## config.mk

```make
export PLATFORM = sky130hd
export DESIGN_NAME = timer8_waveform
export DESIGN_NICKNAME = d
export VERILOG_FILES = /design/src/rtl/timer8_waveform.v
export VERILOG_INCLUDE_DIRS = /design/src /design/src/rtl
export SDC_FILE = /design/constraint.sdc
export NUM_CORES = 1
export LEC_CHECK = 0
export ABC_AREA = 1
export BUFFER_PORTS_ARGS = -buffer_cell sky130_fd_sc_hd__buf_2
export CELL_PAD_IN_SITES_DETAIL_PLACEMENT = 0
export CELL_PAD_IN_SITES_GLOBAL_PLACEMENT = 2
export CORE_UTILIZATION = 29
export DETAILED_ROUTE_END_ITERATION = 8
export PLACE_DENSITY = 0.88
export SLEW_MARGIN = 10
export SYNTH_ARGS = -nofsm -noshare
export SYNTH_HDL_FRONTEND = slang
export SYNTH_SLANG_ARGS = --single-unit
```

## constraint.sdc

```tcl
create_clock -name I_CLK -period 2.5 [get_ports I_CLK]
set_clock_uncertainty 0.15 [all_clocks]
set_input_delay 0.5 -clock I_CLK [delete_from_list [all_inputs] [get_ports I_CLK]]
set_output_delay 0.5 -clock I_CLK [all_outputs]
set_load 0.01 [all_outputs]
```

## src/rtl/timer8_map.vh

```
// Constants for the 8-bit waveform timer: modes, actions, clock selects, reset values.
// Included by the timer module; definitions only.
`ifndef TIMER8_MAP_VH
`define TIMER8_MAP_VH
`define WGM_NORMAL     2'h0
`define WGM_PHASE      2'h1
`define WGM_CLEAR      2'h2
`define WGM_FAST       2'h3
`define COM_OFF        2'h0
`define COM_TOGGLE     2'h1
`define COM_CLEAR      2'h2
`define COM_SET        2'h3
`define CS_STOP        3'h0
`define CS_DIV1        3'h1
`define CS_DIV8        3'h2
`define CS_DIV32       3'h3
`define CS_DIV64       3'h4
`define CS_DIV128      3'h5
`define CS_DIV256      3'h6
`define CS_DIV1024     3'h7
`define TIMER_MAX      8'hff
`define TIMER_BOTTOM   8'h00
`define RST_COUNT      8'h00
`define RST_COMPARE    8'h00
`define PRESCALE_W     10
`endif

```

## src/rtl/timer8_waveform.v

```verilog
// 8-bit timer/counter with one compare channel and output pin control.
// Assumes control inputs are synchronous to I_CLK; I_DDR_OUT likewise.
`timescale 1ns/1ps
`include "timer8_map.vh"
module timer8_waveform (
	input  wire       I_CLK,
	input  wire       I_SYS_RST,
	input  wire [1:0] i_waveform_mode_select,
	input  wire [1:0] i_compare_output_action,
	input  wire [2:0] i_clock_source_select,
	input  wire       i_ddr_out,
	input  wire       i_port_value,
	input  wire       i_force_compare,
	input  wire       i_count_write,
	input  wire [7:0] i_count_wdata,
	input  wire       i_compare_write,
	input  wire [7:0] i_compare_wdata,
	input  wire       i_overflow_clear,
	input  wire       i_match_clear,
	output reg  [7:0] o_timer_count_value,
	output reg  [7:0] o_compare_value_a,
	output reg        o_overflow_flag,
	output reg        o_compare_match_flag_a,
	output reg        o_compare_output_a,
	output reg        o_pin_out,
	output reg        o_pin_oe_n
);
	reg  [`PRESCALE_W-1:0] prescale;
	reg  [7:0]             compare_buf;
	reg                    count_down;
	reg                    block_match;
	reg                    match_pend;
	reg                    tick;
	reg  [7:0]             next_count;
	reg                    next_down;
	reg                    next_oc;
	reg                    next_ovf;
	wire                   pwm_mode;
	wire                   match;
	wire                   at_max;
	wire                   at_bottom;
	wire [`PRESCALE_W-1:0] next_prescale;
	wire                   is_phase;
	wire                   is_fast;
	wire                   act_on;
	wire                   act_pwm;
	wire                   cmp_max;
	wire                   cmp_bottom;
	wire                   top_load;
	wire [7:1]             tap_hit;
	reg                    next_oc_plain;
	reg                    next_oc_fast;
	reg                    next_oc_phase;

	assign pwm_mode      = i_waveform_mode_select[0];
	assign match         = (o_timer_count_value == o_compare_value_a) && !block_match;
	assign at_max        = (o_timer_count_value == `TIMER_MAX);
	assign at_bottom     = (o_timer_count_value == `TIMER_BOTTOM);
	assign next_prescale = prescale + 1'b1;
	assign is_phase      = (i_waveform_mode_select == `WGM_PHASE);
	assign is_fast       = (i_waveform_mode_select == `WGM_FAST);
	assign act_on        = (i_compare_output_action != `COM_OFF);
	assign act_pwm       = i_compare_output_action[1];
	assign cmp_max       = (o_compare_value_a == `TIMER_MAX);
	assign cmp_bottom    = (o_compare_value_a == `TIMER_BOTTOM);
	assign top_load      = pwm_mode && tick && at_max;

	// One tap per prescaled clock select; select 1 is every cycle
	genvar g;
	generate
		for (g = 1; g < 8; g = g + 1) begin : g_tap
			localparam integer TAP_W = (g == 2) ? 3 : (g == 3) ? 5 : (g == 4) ? 6 : (g == 5) ? 7 : (g == 6) ? 8 : 10;
			if (g == 1) begin : g_direct
				assign tap_hit[g] = 1'b1;
			end else begin : g_div
				assign tap_hit[g] = &prescale[TAP_W-1:0];
			end
		end
	endgenerate

	// Tick select from the free prescaler
	always @* begin
		if (i_clock_source_select == `CS_STOP) begin
			tick = 1'b0;
		end else begin
			tick = tap_hit[i_clock_source_select];
		end
	end

	// Counter sequence per mode
	always @* begin
		next_count = o_timer_count_value;
		next_down  = count_down;
		case (i_waveform_mode_select)
			`WGM_NORMAL: begin
				next_count = o_timer_count_value + 8'h01;
			end
			`WGM_CLEAR: begin
				if (match) begin
					next_count = `TIMER_BOTTOM;
				end else begin
					next_count = o_timer_count_value + 8'h01;
				end
			end
			`WGM_FAST: begin
				next_count = o_timer_count_value + 8'h01;
			end
			`WGM_PHASE: begin
				// Full 8-bit range both ways, period 510 ticks
				if (at_max) begin
					next_down  = 1'b1;
					next_count = `TIMER_MAX - 8'h01;
				end else if (at_bottom) begin
					next_down  = 1'b0;
					next_count = 8'h01;
				end else if (count_down) begin
					next_count = o_timer_count_value - 8'h01;
				end else begin
					next_count = o_timer_count_value + 8'h01;
				end
			end
			default: begin
				next_count = o_timer_count_value;
			end
		endcase
	end

	// Overflow event per mode
	always @* begin
		case (i_waveform_mode_select)
			`WGM_PHASE: begin
				next_ovf = at_bottom && count_down;
			end
			`WGM_CLEAR: begin
				next_ovf = at_max;
			end
			`WGM_FAST: begin
				next_ovf = at_max;
			end
			default: begin
				next_ovf = at_max;
			end
		endcase
	end

	// Non-PWM action, used on a match or a forced compare
	always @* begin
		case (i_compare_output_action)
			`COM_TOGGLE: begin
				next_oc_plain = ~o_compare_output_a;
			end
			`COM_CLEAR: begin
				next_oc_plain = 1'b0;
			end
			`COM_SET: begin
				next_oc_plain = 1'b1;
			end
			default: begin
				next_oc_plain = o_compare_output_a;
			end
		endcase
	end

	// Fast PWM; clear/set actions ignore a match at top, so compare at top gives a constant level
	always @* begin
		next_oc_fast = o_compare_output_a;
		if (i_compare_output_action == `COM_TOGGLE) begin
			if (match) begin
				next_oc_fast = ~o_compare_output_a;
			end
		end else if (act_pwm) begin
			if (at_max) begin
				next_oc_fast = ~i_compare_output_action[0];
			end else if (match) begin
				next_oc_fast = i_compare_output_action[0];
			end
		end
	end

	// Phase PWM; extremes pinned at the turning points
	always @* begin
		next_oc_phase = o_compare_output_a;
		if (act_pwm) begin
			if (at_max && cmp_max) begin
				next_oc_phase = ~i_compare_output_action[0];
			end else if (at_bottom && cmp_bottom) begin
				next_oc_phase = i_compare_output_action[0];
			end else if (match && !count_down) begin
				next_oc_phase = i_compare_output_action[0];
			end else if (match && count_down) begin
				next_oc_phase = ~i_compare_output_action[0];
			end
		end
	end

	// Waveform select
	always @* begin
		if (is_phase) begin
			next_oc = next_oc_phase;
		end else if (is_fast) begin
			next_oc = next_oc_fast;
		end else if (match) begin
			next_oc = next_oc_plain;
		end else begin
			next_oc = o_compare_output_a;
		end
	end

	// Free prescaler, held at zero while stopped
	always @(posedge I_CLK) begin
		if (I_SYS_RST) begin
			prescale <= {`PRESCALE_W{1'b0}};
		end else if (i_clock_source_select == `CS_STOP) begin
			prescale <= {`PRESCALE_W{1'b0}};
		end else begin
			prescale <= next_prescale;
		end
	end

	// Software side of the compare register
	always @(posedge I_CLK) begin
		if (I_SYS_RST) begin
			compare_buf <= `RST_COMPARE;
		end else if (i_compare_write) begin
			compare_buf <= i_compare_wdata;
		end
	end

	// Active compare: direct outside PWM, loaded at top in PWM
	always @(posedge I_CLK) begin
		if (I_SYS_RST) begin
			o_compare_value_a <= `RST_COMPARE;
		end else if (!pwm_mode && i_compare_write) begin
			o_compare_value_a <= i_compare_wdata;
		end else if (top_load) begin
			o_compare_value_a <= compare_buf;
		end
	end

	// Software load beats counting and blocks the next match
	always @(posedge I_CLK) begin
		if (I_SYS_RST) begin
			o_timer_count_value <= `RST_COUNT;
			count_down          <= 1'b0;
			block_match         <= 1'b0;
		end else if (i_count_write) begin
			o_timer_count_value <= i_count_wdata;
			block_match         <= 1'b1;
		end else if (tick) begin
			o_timer_count_value <= next_count;
			count_down          <= next_down;
			block_match         <= 1'b0;
		end
	end

	// Match seen on one tick raises the flag on the next
	always @(posedge I_CLK) begin
		if (I_SYS_RST) begin
			match_pend <= 1'b0;
		end else if (tick) begin
			match_pend <= match;
		end
	end

	// Forced compare only outside PWM; no flag, no clear
	always @(posedge I_CLK) begin
		if (I_SYS_RST) begin
			o_compare_output_a <= 1'b0;
		end else if (i_force_compare && !pwm_mode) begin
			o_compare_output_a <= next_oc_plain;
		end else if (tick) begin
			o_compare_output_a <= next_oc;
		end
	end

	// Hardware set wins over software clear
	always @(posedge I_CLK) begin
		if (I_SYS_RST) begin
			o_overflow_flag <= 1'b0;
		end else if (tick && next_ovf) begin
			o_overflow_flag <= 1'b1;
		end else if (i_overflow_clear) begin
			o_overflow_flag <= 1'b0;
		end
	end

	always @(posedge I_CLK) begin
		if (I_SYS_RST) begin
			o_compare_match_flag_a <= 1'b0;
		end else if (tick && match_pend) begin
			o_compare_match_flag_a <= 1'b1;
		end else if (i_match_clear) begin
			o_compare_match_flag_a <= 1'b0;
		end
	end

	// Port value shown while the action is off; enable follows direction bit
	always @(posedge I_CLK) begin
		if (I_SYS_RST) begin
			o_pin_out  <= 1'b0;
			o_pin_oe_n <= 1'b1;
		end else begin
			o_pin_out  <= act_on ? o_compare_output_a : i_port_value;
			o_pin_oe_n <= ~i_ddr_out;
		end
	end

endmodule // timer8_waveform

```

Word-level counts from Yosys, hierarchy flattened --
Index checks and enable logic that the tools add are counted.
Storage, ports and cells: output and inout bits 21, logic and storage cells 109, input port bits 32, bits in registers 42
Operators by class: bitwise logic cells 4, add/sub/neg operators 3, mux-type cells 38, magnitude comparators 1, reduce and logical (&&, ||, !) cells 38, equality and inequality tests 13
Operators with widths (count):
- 8-bit 2-to-1 mux | 8
- 1-bit 2-to-1 mux | 27
- 8-bit case mux with 3 select lines | 1
- 8-bit == test (second input constant) | 2
- 8-bit logical NOT | 2
- 7-bit AND reduction | 2
- 2-bit nonzero test | 7
- 1-bit logical AND | 12
- 10-bit by 1-bit adder with 10-bit output (second input constant) | 1
- 10-bit AND reduction | 1
- 8-bit by 1-bit adder with 8-bit output (second input constant) | 1
- 2-bit == test (second input constant) | 4
- 8-bit == test | 1
- 8-bit AND reduction | 1
- 4-bit nonzero test | 2
- 8-bit by 1-bit subtractor with 8-bit output (second input constant) | 1
- 6-bit by 1-bit != test with 1-bit output (second input constant) | 1
- 6-bit AND reduction | 1
- 5-bit AND reduction | 1
- 2-bit by 1-bit == test with 1-bit output (second input constant) | 2
- 3-bit by 4-bit < comparator with 1-bit output (second input constant) | 1
- 4-bit by 2-bit != test with 1-bit output (second input constant) | 1
- 4-bit by 3-bit != test with 1-bit output (second input constant) | 1
- 1-bit NOT | 4
- other kinds (9) | 12

Depth between registers and ports, before layout --
depth in word-level cells 11, mapped depth 16, gate-level depth less buffers 15

Least setup slack after synthesis --
No wires, ideal clock.
path type flip-flop to flip-flop, start register prescale[0], end register o_timer_count_value[5], library setup time 132 ps, clock period less this slack 2027 ps, setup slack 473 ps, required time 2218 ps, cell stages (with the launch flop) 14, path buffers 1, data arrival time 1745 ps, cell sequence dfxtp_1 > ha_1 > nand2_1 > nor2_2 > ha_1 > nor2_1 > nand2_1 > nand3_1 > nand2_2 > nor2_1 > buf_2 > nor2_1 > nand2_1 > a21oi_1
On the way: longest elaborated chain between the ends 5, elaborated cells on any way between the ends 10, those cells by class mux: 3; reduce/logical: 7
Ends and longest elaborated chain:
- start, declared | RTL line timer8_waveform.v:28 | reg [`PRESCALE_W-1:0] prescale;
- start signal, assigned | RTL line timer8_waveform.v:212 | prescale <= {`PRESCALE_W{1'b0}};
- start signal, assigned | RTL line timer8_waveform.v:214 | prescale <= {`PRESCALE_W{1'b0}};
- start signal, assigned | RTL line timer8_waveform.v:216 | prescale <= next_prescale;
- 10-bit AND reduction, or another cell as far along | RTL line timer8_waveform.v:76 | assign tap_hit[g] = &prescale[TAP_W-1:0];
- 1-bit binary-select mux with 3-bit select * | RTL line timer8_waveform.v:86 | tick = tap_hit[i_clock_source_select];
- 1-bit 2-to-1 mux (implied by the code) * | RTL line timer8_waveform.v:86
- 1-bit 2-to-1 mux * | RTL line timer8_waveform.v:83 | if (i_clock_source_select == `CS_STOP) begin
- 2-bit nonzero test (no source line) *
- end signal, assigned | RTL line timer8_waveform.v:243 | o_timer_count_value <= `RST_COUNT;
- end signal, assigned | RTL line timer8_waveform.v:247 | o_timer_count_value <= i_count_wdata;
- end signal, assigned | RTL line timer8_waveform.v:250 | o_timer_count_value <= next_count;
- end, declared | RTL line timer8_waveform.v:20 | output reg [7:0] o_timer_count_value,
Mark *: on every way between the ends. The rest lies on a longest branch, timed or not. The select of a mux whose other input is x is not followed. A chain may end at the register's enable or synchronous reset.

Final worst setup path --
start register o_timer_count_value[2], end register o_compare_value_a[4]
On the way: longest elaborated chain between the ends 3
Ends and longest elaborated chain:
- 8-bit == test (no source line)
- 1-bit logical AND | RTL line timer8_waveform.v:66 | assign top_load = pwm_mode && tick && at_max;
- 2-bit nonzero test (no source line)
- end signal, assigned | RTL line timer8_waveform.v:232 | o_compare_value_a <= `RST_COMPARE;
- end signal, assigned | RTL line timer8_waveform.v:234 | o_compare_value_a <= i_compare_wdata;
- end signal, assigned | RTL line timer8_waveform.v:236 | o_compare_value_a <= compare_buf;
- end, declared | RTL line timer8_waveform.v:21 | output reg [7:0] o_compare_value_a,
No other way between the ends.

==> impl_metrics.env <==
export IMPL_nNetsFinal=572
export IMPL_grt_max_degree=23
export IMPL_fmaxAchievable_mhz=462
export IMPL_track_usage_pct=17.0
export IMPL_dp_cells=657
export IMPL_synth_simple_gate_area_share_pct=36.3
export IMPL_final_min_clock_period_ps=2160
export IMPL_synth_most_common_cell="nand2_1"
export IMPL_vias_per_cell=4.74
export IMPL_synth_avg_cell_area_sq_um=6.04
export IMPL_grt_first_pass_wirelength_um=14000
export IMPL_synth_xor_area_share_pct=1.21
export IMPL_max_cap_violations=0
export IMPL_synthMuxAreaShare_pct=0
export IMPL_async_reset_ff_share_pct=0
export IMPL_clockPowerShare_pct=27.5
export IMPL_cp_max_fo=12
export IMPL_ctsHoldBuffers=0
export IMPL_rsz0062_at_grt="no"
export IMPL_dp_hpwl_um=6650
export IMPL_synth_top_area_share_pct=29.0
export IMPL_ys_types=35
export IMPL_synth_edf_count=0
export IMPL_num_antenna_cells=0
export IMPL_maxSlewHeadroom_pct=61.2
export IMPL_cts_tree="done"
export IMPL_insertion_delay_ps=300
export IMPL_num_rows=36
export IMPL_stdcell_area_sq_um=3390
export IMPL_hold_viol=0
export IMPL_crit_type="flop to flop"
export IMPL_peakVddDrop_mv=0.200
export IMPL_power_frac_seq_pct=46.7
export IMPL_gp_congestion=0.834
export IMPL_gr_total_overflow=0
export IMPL_yosysWarnings=0
export IMPL_hold_class="input port to flop"
export IMPL_clkSlewWorstSetupHoldPaths_ps=90
export IMPL_drive_gt1_share_pct=15.8
export IMPL_pwr_share_comb_pct=25.8
export IMPL_io_pins=53
export IMPL_cp_start_kind="flop"
export IMPL_first_pass_iters=4
export IMPL_die_area_sq_um=10400
export IMPL_cts_path_max_buffers=2
export IMPL_grt_pass1_vias=2971
export IMPL_dieWidth_um=102
export IMPL_drt_iter0_markers=127
export IMPL_worstPathRequired_ps=2530
export IMPL_synth_nets=520
export IMPL_antenna_found_initial=0
export IMPL_final_antenna_net_count=0
export IMPL_place_ws_ps=226
export IMPL_worstSetupEndpointType="flop"
export IMPL_whs_ps=200
export IMPL_synth_top_area_cell="dfxtp_1"
export IMPL_place_area_sq_um=3300
export IMPL_synth_area_sq_um=2900
export IMPL_synth_seq_cells=42
export IMPL_leakage_nw=1.67
export IMPL_fin_crit_sh_pct=86.5
export IMPL_fp_coreArea_sq_um=9730
export IMPL_fill_cells=1144
export IMPL_post_route_util_pct=34.8
export IMPL_cts_sinks=42
export IMPL_tightest_slew_ps=581
export IMPL_finalMaxSlewViolations=0
export IMPL_synth_compound_area_share_pct=18.1
export IMPL_fp_dieH_um=102
export IMPL_p_per_area_nw_per_um2=473
export IMPL_synth_area_top_cells="dfxtp_1 (29%), nand2_1 (18%), inv_1 (7.6%)"
export IMPL_synth_cells=479
export IMPL_drc_errors=0
export IMPL_p_switching_mw=0.545
export IMPL_power_mw=1.60
export IMPL_ys_top_cells_by_count="nand2_1 (138), inv_1 (59), nor2_1 (48)"
export IMPL_port_buffers=52
export IMPL_wl_per_cell_um=12.7
export IMPL_synth_fa_ha_area_share_pct=3.89
export IMPL_start_util_pct=29.8
export IMPL_final_cells=665
export IMPL_tns_ps=0
export IMPL_status="complete, no violations"
export IMPL_setup_viol=0
export IMPL_ys_seq_area_share_pct=29.0
export IMPL_wirelength_um=8450
export IMPL_arrival_ps=2190
export IMPL_synth_top_family_by_area="simple AND/OR/NAND/NOR gates"
export IMPL_area_delta_synth_final_pct=17.0
export IMPL_h_tree_depth=2
export IMPL_setup_slack_ps=338
export IMPL_synth_ff_type="dfxtp_1"
export IMPL_switching_share_pct=34.0
export IMPL_cts_root_buf="clkbuf_8"
export IMPL_p_int_mw=1.06
export IMPL_numCtsBuffers=5
export IMPL_route_vias_total=3155
power by group through the flow:
stage	Clock (mW)	Combinational (mW)	Sequential (mW)
after detailed placement	0	0.415	0.763
after global placement	0	0.413	0.762
final	0.440	0.414	0.747
after global routing	0.491	0.472	0.753
after CTS	0.464	0.417	0.748
after floorplan	0	0.280	0.759
critical path, stage by stage (launching register included):
cell	delay, ps
dfxtp_1	570
nand2_2	180
nor2_4	180
nand4_4	170
inv_2	180
nand3_1	120
nand2_2	120
inv_2	110
o21ai_0	190
a21oi_1	60
what timing repair did:
| action | in CTS | in global routing |
|---|---|---|
| endpoints found under the setup margin | 0 | 1 |
| setup buffers | 0 | 0 |
| resized for setup | 0 | 1 |
| endpoints found under the hold margin | 0 | 0 |
cell usage in the layout (no fill, tap or decap), types with 4 or more instances in the layout:
| master | count |
|---|---|
| a21oi_1 | 38 |
| a31oi_1 | 5 |
| buf_2 | 52 |
| buf_4 | 9 |
| clkbuf_8 | 5 |
| dfxtp_1 | 41 |
| ha_1 | 9 |
| inv_1 | 59 |
| inv_2 | 4 |
| nand2_1 | 138 |
| nand2_2 | 6 |
| nand3_1 | 35 |
| nand4_1 | 6 |
| nor2_1 | 48 |
| nor3_1 | 4 |
| o211ai_1 | 4 |
| o21ai_0 | 44 |
| xor2_1 | 4 |
path summary, 6_finish.rpt:
path                          startpoint                   end  slack, ps  cells after the start
setup / recovery  o_timer_count_value[2]  o_compare_value_a[4]        340                      9
hold / removal                 i_ddr_out            o_pin_oe_n        200                      2
setup reg to reg  o_timer_count_value[2]  o_compare_value_a[4]        340                      9
hold reg to reg              prescale[0]           prescale[0]        310                      1
registers in the layout (all words and copies together), names as in the netlist:
| register | cells |
|---|---|
| o_pin_out | 1 |
| o_compare_output_a | 1 |
| o_timer_count_value | 8 |
| prescale | 10 |
| o_overflow_flag | 1 |
| o_compare_value_a | 8 |
| match_pend | 1 |
| o_compare_match_flag_a | 1 |
| block_match | 1 |
| o_pin_oe_n | 1 |
| count_down | 1 |
| compare_buf | 8 |
cells by family (layout without fill, tap and decap cells):
| kind of cell | Yosys count | count (layout) |
|---|---|---|
| adder cells (fa/ha/maj) | 9 | 9 |
| buffers and inverters | 81 | 134 |
| AO/OA/AOI/OAI | 98 | 98 |
| AND/OR/NAND/NOR | 245 | 245 |
| XOR/XNOR | 4 | 4 |
| flip-flops | 42 | 42 |
routing by layer:
metal | global-route usage, % | vias to the layer above | part of all wire (%)
met4 | 5.05 | 0 | 1.6
li1 | - | 1653 | -
met3 | 2.33 | 10 | 3.7
met2 | 29.8 | 70 | 48
met5 | 0 | - | 0
met1 | 21.6 | 1422 | 47
final cells by class:
cell class,instances,area [sq um],area share (%)
Multi-Input combinational cell,356,1720,50.8
Tap cell,133,166,4.91
Clock buffer,6,72.6,2.14
Inverter,65,244,7.20
Timing Repair Buffer,61,328,9.68
Sequential cell,42,842,24.9
Clock inverter,2,13.8,0.406
Power figures use the tool's default switching activity.
